### config.mk
export PLATFORM = sky130hd
export DESIGN_NAME = tsc_sens_cfg
export DESIGN_NICKNAME = d
export VERILOG_FILES = /design/src/rtl/tsc_pkg.sv /design/src/rtl/tsc_timer_if.sv /design/src/rtl/tsc_reset_timer.sv /design/src/rtl/tsc_sens_cfg.sv
export SDC_FILE = /design/constraint.sdc
export NUM_CORES = 1
export LEC_CHECK = 0
export BUFFER_PORTS_ARGS = -buffer_cell sky130_fd_sc_hd__clkbuf_2
export CAP_MARGIN = 20
export CORE_UTILIZATION = 41
export CTS_CLUSTER_DIAMETER = 30
export DETAILED_ROUTE_END_ITERATION = 16
export PLACE_DENSITY = 0.69
export SLEW_MARGIN = 25
export SYNTH_ARGS = -nofsm -noshare
export SYNTH_HDL_FRONTEND = slang
export SYNTH_HIERARCHICAL = 1
export SYNTH_SLANG_ARGS = --single-unit
### constraint.sdc
create_clock -name ref_clk -period 3 [get_ports ref_clk]
set_input_delay 0.45 -clock ref_clk [delete_from_list [all_inputs] [get_ports ref_clk]]
set_output_delay 0.45 -clock ref_clk [all_outputs]
set_load 0.03 [all_outputs]
### src/rtl/tsc_pkg.sv
// What this block does
// - each accepted sensitivity write triggers a 50 ms internal sensing reset
// - sensitivity has 32 levels, 0 to 31; larger value means more sensitive
// - level above 31 is dropped at stop: no reset, old level kept
// - at power-up the level starts at 29 with no host action
// - valid write adopts the new level and reloads sensing parameters
package tsc_pkg;
    // ------------------------------------------------------------------
    // level encoding
    // ------------------------------------------------------------------
    localparam int LEVEL_W = 5;
    localparam int BYTE_W = 8;
    localparam logic [LEVEL_W-1:0] LEVEL_MAX = 5'h1f;
    localparam logic [LEVEL_W-1:0] LEVEL_RESET = 5'h1d;

    // ------------------------------------------------------------------
    // timing
    // ------------------------------------------------------------------
    localparam int CLK_FREQ_KHZ = 125_000;
    localparam int SENS_RESET_MS = 50;
    // least time, already a whole number of cycles at this rate
    localparam int SENS_RESET_CYC = SENS_RESET_MS * CLK_FREQ_KHZ;

    typedef logic [LEVEL_W-1:0] tsc_level_t;
    typedef logic [BYTE_W-1:0] tsc_byte_t;

    typedef enum logic [1:0] {
        TSC_IDLE,
        TSC_ARMED,
        TSC_EXTRA,
        TSC_RESET
    } tsc_state_t;
endpackage : tsc_pkg

### src/rtl/tsc_timer_if.sv
`timescale 1ns/1ps
`default_nettype none
// start pulse in, running level and end pulse out
interface tsc_timer_if;
    logic start;
    logic active;
    logic done;

    modport ctl (output start, input active, input done);
    modport tmr (input start, output active, output done);
endinterface : tsc_timer_if
`default_nettype wire

### src/rtl/tsc_reset_timer.sv
`timescale 1ns/1ps
`default_nettype none
module tsc_reset_timer #(
    parameter int CYCLES = tsc_pkg::SENS_RESET_CYC
) (
    input wire logic ref_clk,
    input wire logic rst,
    tsc_timer_if.tmr tif
);
    import tsc_pkg::*;

    localparam int CNT_W = $clog2(CYCLES + 1);

    // ------------------------------------------------------------------
    // elaboration check
    // ------------------------------------------------------------------
    generate
        if (CYCLES < 1) begin : g_bad_cycles
            $error("tsc_reset_timer: CYCLES must be at least one");
        end
    endgenerate

    logic [CNT_W-1:0] count;
    logic [CNT_W-1:0] next_count;
    logic done_q;
    logic next_done;

    // ------------------------------------------------------------------
    // down counter; a start while running is ignored, the caller never does it
    // ------------------------------------------------------------------
    always_comb begin
        next_count = count;
        next_done = 1'b0;
        if (count != '0) begin
            next_count = count - CNT_W'(1);
            if (count == CNT_W'(1)) begin
                next_done = 1'b1; // last cycle of the interval
            end
        end else if (tif.start) begin
            next_count = CNT_W'(CYCLES);
        end
    end

    always_ff @(posedge ref_clk) begin
        if (rst) begin
            count <= '0;
            done_q <= 1'b0;
        end else begin
            count <= next_count;
            done_q <= next_done;
        end
    end

    assign tif.active = (count != '0);
    assign tif.done = done_q;
endmodule // tsc_reset_timer
`default_nettype wire

### src/rtl/tsc_sens_cfg.sv
`timescale 1ns/1ps
`default_nettype none
module tsc_sens_cfg #(
    parameter int RESET_CYCLES = tsc_pkg::SENS_RESET_CYC
) (
    input wire logic ref_clk,
    input wire logic rst,
    input wire logic wr_start,
    input wire logic wr_byte_valid,
    input wire tsc_pkg::tsc_byte_t wr_byte,
    input wire logic wr_stop,
    output tsc_pkg::tsc_level_t sens_level,
    output logic sense_reset,
    output logic param_load,
    output logic write_rejected
);
    import tsc_pkg::*;

    // ------------------------------------------------------------------
    // elaboration check
    // ------------------------------------------------------------------
    generate
        if (RESET_CYCLES < 1) begin : g_bad_reset
            $error("tsc_sens_cfg: RESET_CYCLES must be at least one");
        end
        // the level is cut from the low end of the data byte
        if (LEVEL_W > BYTE_W) begin : g_bad_level_w
            $error("tsc_sens_cfg: level field wider than the data byte");
        end
        if (LEVEL_RESET > LEVEL_MAX) begin : g_bad_default
            $error("tsc_sens_cfg: default level above the top level");
        end
    endgenerate

    // ------------------------------------------------------------------
    // helpers
    // ------------------------------------------------------------------
    // any byte value up to the top level is a legal setting
    function automatic logic level_ok(input tsc_byte_t b);
        return b <= BYTE_W'(LEVEL_MAX);
    endfunction

    tsc_timer_if tif ();

    tsc_reset_timer #(
        .CYCLES(RESET_CYCLES)
    ) u_timer (
        .ref_clk(ref_clk),
        .rst(rst),
        .tif(tif)
    );

    tsc_state_t state;
    tsc_state_t next_state;
    tsc_byte_t held;
    tsc_byte_t next_held;
    tsc_level_t level;
    tsc_level_t next_level;
    logic load_q;
    logic next_load;
    logic rej_q;
    logic next_rej;
    logic start_q;
    logic next_start;

    // ------------------------------------------------------------------
    // frame decode
    // ------------------------------------------------------------------
    // a frame is open once its first data byte has been held
    function automatic logic frame_open(input tsc_state_t st);
        return (st == TSC_ARMED) || (st == TSC_EXTRA);
    endfunction

    logic accept;
    logic reject;

    // the verdict is taken only at stop, from the held first byte; a
    // frame cut short by a repeated start never reaches this point
    always_comb begin
        accept = 1'b0;
        reject = 1'b0;
        if (frame_open(state) && wr_stop) begin
            if (level_ok(held)) begin
                accept = 1'b1;
            end else begin
                reject = 1'b1;
            end
        end
    end

    // ------------------------------------------------------------------
    // write sequencing
    // ------------------------------------------------------------------
    // the first data byte of a write is the setting; later bytes are
    // dropped so a runaway master cannot smear the level
    always_comb begin
        next_state = state;
        next_held = held;
        case (state)
            TSC_IDLE: begin
                // a stop with no byte held lands here and is ignored
                if (wr_byte_valid) begin
                    next_held = wr_byte;
                    next_state = TSC_ARMED;
                end
            end
            TSC_ARMED, TSC_EXTRA: begin
                if (accept) begin
                    next_state = TSC_RESET;
                end else if (reject) begin
                    next_state = TSC_IDLE;
                end else if (wr_start) begin
                    next_state = TSC_IDLE; // repeated start abandons the byte
                end else if (wr_byte_valid) begin
                    next_state = TSC_EXTRA;
                end
            end
            TSC_RESET: begin
                // bus traffic inside the interval is ignored; the host
                // is expected to stay off the bus until it ends. leaving on
                // the end pulse keeps one quiet cycle after sense_reset falls
                if (tif.done) begin
                    next_state = TSC_IDLE;
                end
            end
            default: begin
                next_state = TSC_IDLE;
            end
        endcase
    end

    // sequencer registers; a power-on reset drops any half-received frame
    always_ff @(posedge ref_clk) begin
        if (rst) begin
            state <= TSC_IDLE;
            held <= 8'h00;
        end else begin
            state <= next_state;
            held <= next_held;
        end
    end

    // ------------------------------------------------------------------
    // sensitivity level
    // ------------------------------------------------------------------
    // the level moves only on an accepted write; a rejected or cut frame
    // leaves the previous setting in force
    always_comb begin
        next_level = level;
        if (accept) begin
            next_level = held[LEVEL_W-1:0];
        end
    end

    // level comes up at the default value on every power-on reset
    always_ff @(posedge ref_clk) begin
        if (rst) begin
            level <= LEVEL_RESET;
        end else begin
            level <= next_level;
        end
    end

    // ------------------------------------------------------------------
    // one-cycle pulses
    // ------------------------------------------------------------------
    // reload, timer start and reject are each one registered cycle, so
    // the sensing side sees the new level and the reload together
    always_comb begin
        next_load = accept;
        next_start = accept;
        next_rej = reject;
    end

    // pulse registers
    always_ff @(posedge ref_clk) begin
        if (rst) begin
            load_q <= 1'b0;
            rej_q <= 1'b0;
            start_q <= 1'b0;
        end else begin
            load_q <= next_load;
            rej_q <= next_rej;
            start_q <= next_start;
        end
    end

    // ------------------------------------------------------------------
    // outputs
    // ------------------------------------------------------------------
    assign tif.start = start_q;
    assign sens_level = level;
    assign sense_reset = start_q | tif.active;
    assign param_load = load_q;
    assign write_rejected = rej_q;
endmodule // tsc_sens_cfg
`default_nettype wire

* After elaboration in Yosys (flattened, before gate mapping)
Index checks and enable logic that the tools add are counted.
** Cells by class
- Reductions and logical operators :: 9
- Divide/modulo/power cells :: 0
- Multiplexer cells :: 14
- Shifts and indexed selects :: 0
- Multiply operators :: 0
- Eq/ne operators :: 7
- Add/subtract/negate cells :: 1
- Bitwise logic cells :: 2
- Magnitude comparators :: 1
** Operator list (count)
- $mux 23 :: 2
- $eq 23x1->1 const B :: 1
- $reduce_bool 23->1 :: 1
- $sub 23x1->23 const B :: 1
- $mux 2 :: 6
- $le 8x5->1 const B :: 1
- $pmux 2 s3 :: 1
- $mux 1 :: 5
- $ne 5x5->1 const B :: 1
- $eq 2x2->1 const B :: 2
- $reduce_or 2->1 :: 2
- $reduce_and 3->1 :: 1
- $eq 2x1->1 const B :: 1
- $logic_not 2->1 :: 1
- $ne 2x1->1 const B :: 1
- $ne 2x2->1 const B :: 1
- $reduce_and 2->1 :: 1
- $reduce_bool 2->1 :: 1
- $logic_and 1x1->1 :: 1
- $logic_or 1x1->1 :: 1
- $not 1->1 :: 1
- $or 1x1->1 :: 1
** Word-level totals
- RAM bits :: 0
- Register bits :: 41
- Output and inout port bits :: 8
- Memories :: 0
- Memory bits (read-only) :: 0
- Latch bits :: 0

* Longest topological paths before layout
- Depth after elaboration :: 7
- Gate-level depth with buffers :: 7
- Depth with buffers taken out :: 7

* Modules after synthesis
The synthesis kept the hierarchy.
** By module, submodules not included
- tsc_reset_timer :: times used 1, seq. area each 480.5 um^2, area an instance 1305.0 um^2, cells each 143
- tsc_sens_cfg :: times used 1, seq. area each 340.3 um^2, area an instance 734.5 um^2, cells each 82

* Least setup slack after synthesis
OpenSTA, ideal clock, no wires.
- Path type :: reg-to-output
- Start :: register u_timer.count[0]
- End :: output port sense_reset
- Cell stages (with the launch flop) :: 7
- Data arrival time :: 2.048 ns
- Data required time :: 2.550 ns
- Path slack :: 0.502 ns
- Buffers on the path :: 0
- Cell sequence :: dfxtp_1 -> inv_1 -> ha_1 -> or3b_2 -> nor4_4 -> inv_2 -> or2_2
** On the way
- Longest elaborated chain between the ends :: 2
** RTL lines
- start, declared :: line tsc_reset_timer.sv:23 : logic [CNT_W-1:0] count;
- start signal, assigned :: line tsc_reset_timer.sv:49 : count <= next_count;
- $reduce_bool 23->1 :: line tsc_reset_timer.sv:54 : assign tif.active = (count != '0);
- via tif.active :: line tsc_timer_if.sv:6 : logic active;
- $or 1x1->1 :: line tsc_sens_cfg.sv:193 : assign sense_reset = start_q | tif.active;
- end, declared :: line tsc_sens_cfg.sv:13 : output logic sense_reset,
The timed path passes the listed nets, and every way through them passes these cells.

* Worst setup path in the final report
Same ends and word-level chain as after synthesis.

==> results.ini <==
[sta]
post-route-period-util_pct = 95.75
fmax_ghz = 0.3481
maxSlewViolCount = 0
hold_viol = 0
fin_tns_setup_ns = 0
rsz0062_at_grt = no
relSlewSlack_pct = 45.29
finClkSkew_ns = 0.006647
min_period_ns = 2.872
worstMarginPinSlew_ns = 0.8206
finalSetupViolations = 0

[pwr]
ir_worst_vdd_uv = 416.2
cellPowerDensity_nw_per_um2 = 1185
p_total_w = 0.002734
power_leakage_nw = 0.8839

[yosys]
synth.cell_area_um2 = 2039
async_flop_share_pct = 0
synth_nets = 243
ys_types = 50
synth_xor_area_share_pct = 3.006
ys_ff_latch = 41
syn_area_per_cell_um2 = 9.064
seq_area_frac_synth_pct = 40.25
yosys_warnings = 6
synth_compound_area_share_pct = 17.18
synth-edff-count = 0
synthSimpleGateAreaFrac_pct = 33.01
syn-instance-count = 225
synth_top_family_by_area = simple AND/OR/NAND/NOR gates
synth.area.mux_share_pct = 0.4908
yosys_most_used_dff = dfxtp_1
synth_fa_ha_area_share_pct = 3.067

[floorplan]
die_width_um = 72.53
ios = 21
rows = 25
die-area_um2 = 5261
initial_core_util_pct = 42.89
core-area_um2 = 4755
die_h_um = 72.53

[clocking]
clock_sinks = 41
cts_buffer_depth = 2
ctsHoldBuffers = 0
postCtsResizedCells = 0
clk_pin_slew_ns = 0.08
htreeDepth = 2
cts_made_buffers = 5
clock_latency_ns = 0.29
cts_tree = yes
post-cts-setup-buffers = 0
cts-root-buf = clkbuf_8

[grt]
grt_max_degree = 42
grt_pass1_wl_um = 7217
grt_use_total_pct = 17.55
antenna_found_initial = 0
overflow = 0
grt_pass1_vias = 1493

[final_layout]
drive_above_1_share_pct = 19.76
n_antenna_cell = 0
n_fill_cell = 466
layout_commonest_cell = dfxtp_1
mostFrequentLayoutCells = 41 x dfxtp_1, 20 x nand2_1, 20 x nor2_1, 20 x clkbuf_2, 13 x a21oi_1
syn2layout_area_growth_pct = 13.13
finalNetCount = 266

[drt]
vias = 1719
drt_pre_antenna_iters = 4
routed_wl_um = 4293
drc = 0
drtIter0Drc = 129
drtAntennaViolNets = 0
vias_per_cell = 5.457
wl_per_cell_um = 13.63

[worst_hold_path]
hold_start = wr_byte[3]
min_path_type = in2reg
hold_depth = 3
worstHoldEndpoint = held[3]$_SDFFE_PP0P_

[critical_path]
crit_type = reg2out
reg2reg_to = u_timer/count[20]$_SDFFE_PP0P_
r2r_start = u_timer/count[0]$_SDFFE_PP0P_
cp_max_fo = 6
worst_ep_required_time_ns = 2.55
worstPathArrival_ns = 2.42
cp-start-kind = register
endpoint_kind = output pin
r2r_slack_ns = 0.59
r2r_cells = 7

[outcome]
status = completed

[placed_design]
portBuffers = 20
routabilityCongestion = 0.7976
hpwlAfterDp_um = 3026

[run]
max_cap_violations = 0

## stage by stage
step           setup WS [ns]  cells  area, um2  hold slack (ns)  utilization, %
5_1_grt              0.01865    315       2307           0.3816           48.53
3_5_place_dp          0.4650    308       2203           0.4442           46.34
6_report              0.1275    315       2307           0.3832           48.53
4_1_cts               0.1241    315       2307           0.3744           48.53
3_3_place_gp          0.5115    308       2203           0.4398           46.34
2_1_floorplan         0.5023    225       2039           0.4319               -
## registers in the layout (all words and copies together) (netlist names)
register / flops
u_timer/count: 23
held: 8
sens_level: 5
state: 2
start_q: 1
u_timer/tif.done: 1
write_rejected: 1
## synth_stat cells, types with 2 or more instances
| cell | number | area, um2 |
|---|---|---|
| or3_1 | 7 | 43.79 |
| xnor2_1 | 3 | 26.28 |
| and2_2 | 2 | 15.01 |
| nor3_1 | 9 | 45.04 |
| nand4_1 | 2 | 12.51 |
| ha_1 | 5 | 62.56 |
| nor4_1 | 3 | 18.77 |
| o21bai_1 | 2 | 15.01 |
| nor4_4 | 4 | 85.08 |
| nand2b_1 | 2 | 12.51 |
| a21oi_1 | 13 | 65.06 |
| a311oi_1 | 5 | 43.79 |
| and3_1 | 5 | 31.28 |
| nand2_1 | 20 | 75.07 |
| o211ai_1 | 3 | 22.52 |
| clkbuf_1 | 3 | 11.26 |
| nor4b_1 | 2 | 17.52 |
| dfxtp_1 | 41 | 820.8 |
| or2b_1 | 3 | 22.52 |
| nor3b_1 | 4 | 30.03 |
| or2_2 | 4 | 25.02 |
| inv_1 | 6 | 22.52 |
| xor2_1 | 4 | 35.03 |
| a211o_1 | 5 | 43.79 |
| o21ai_0 | 3 | 15.01 |
| a31oi_1 | 4 | 25.02 |
| nand3_1 | 12 | 60.06 |
| nor2_1 | 20 | 75.07 |
| a211oi_1 | 8 | 60.06 |
## worst max-delay path, cell delays in order (launching register included)
cell and delay (ns):
dfxtp_1 0.36, inv_1 0.11, ha_1 0.22, or3b_2 0.54
nor4_4 0.31, inv_2 0.10, or2_2 0.30, clkbuf_2 0.18
## per-layer routing
metal  wire length, um  vias up  track usage (%)
met4                48        0            5.011
met5                 0        -                0
li1                  -      883                -
met3               166        7            4.167
met1              2159      797            24.94
met2              1918       32            26.38
## how the worst max path moves through the flow
stage	startpoint	endpoint	slack [ns]
5_1_grt	u_timer/count[1]$_SDFFE_PP0P_	sense_reset	0.02
2_1_floorplan	u_timer/count[0]$_SDFFE_PP0P_	sense_reset	0.50
3_3_place_gp	u_timer/count[0]$_SDFFE_PP0P_	sense_reset	0.51
3_5_place_dp	u_timer/count[0]$_SDFFE_PP0P_	sense_reset	0.46
4_1_cts	u_timer/count[0]$_SDFFE_PP0P_	sense_reset	0.12
6_report	u_timer/count[0]$_SDFFE_PP0P_	sense_reset	0.13
## cell type report
type	count	area, um2	area share, %
well taps	67	83.83	3.633
repair buffers	22	115.1	4.989
flip-flops and latches	41	820.8	35.57
clock buffers	5	68.82	2.983
clock inverters	2	35.03	1.518
inverters	7	26.28	1.139
multi-input cells	171	1157	50.16
## cells by family after synthesis
| kind of cell | count (synthesis) |
|---|---|
| fa+ha+maj | 5 |
| simple gates | 108 |
| compound gates | 50 |
| flops | 41 |
| xor+xnor | 7 |
| buf+inv | 13 |
| mux | 1 |
## power by group
part	switching [W]	internal, W
sequential	0.000184	0.000702
clock	0.000187	0.000242
combinational	0.000834	0.000585
Power figures use the tool's default switching activity.
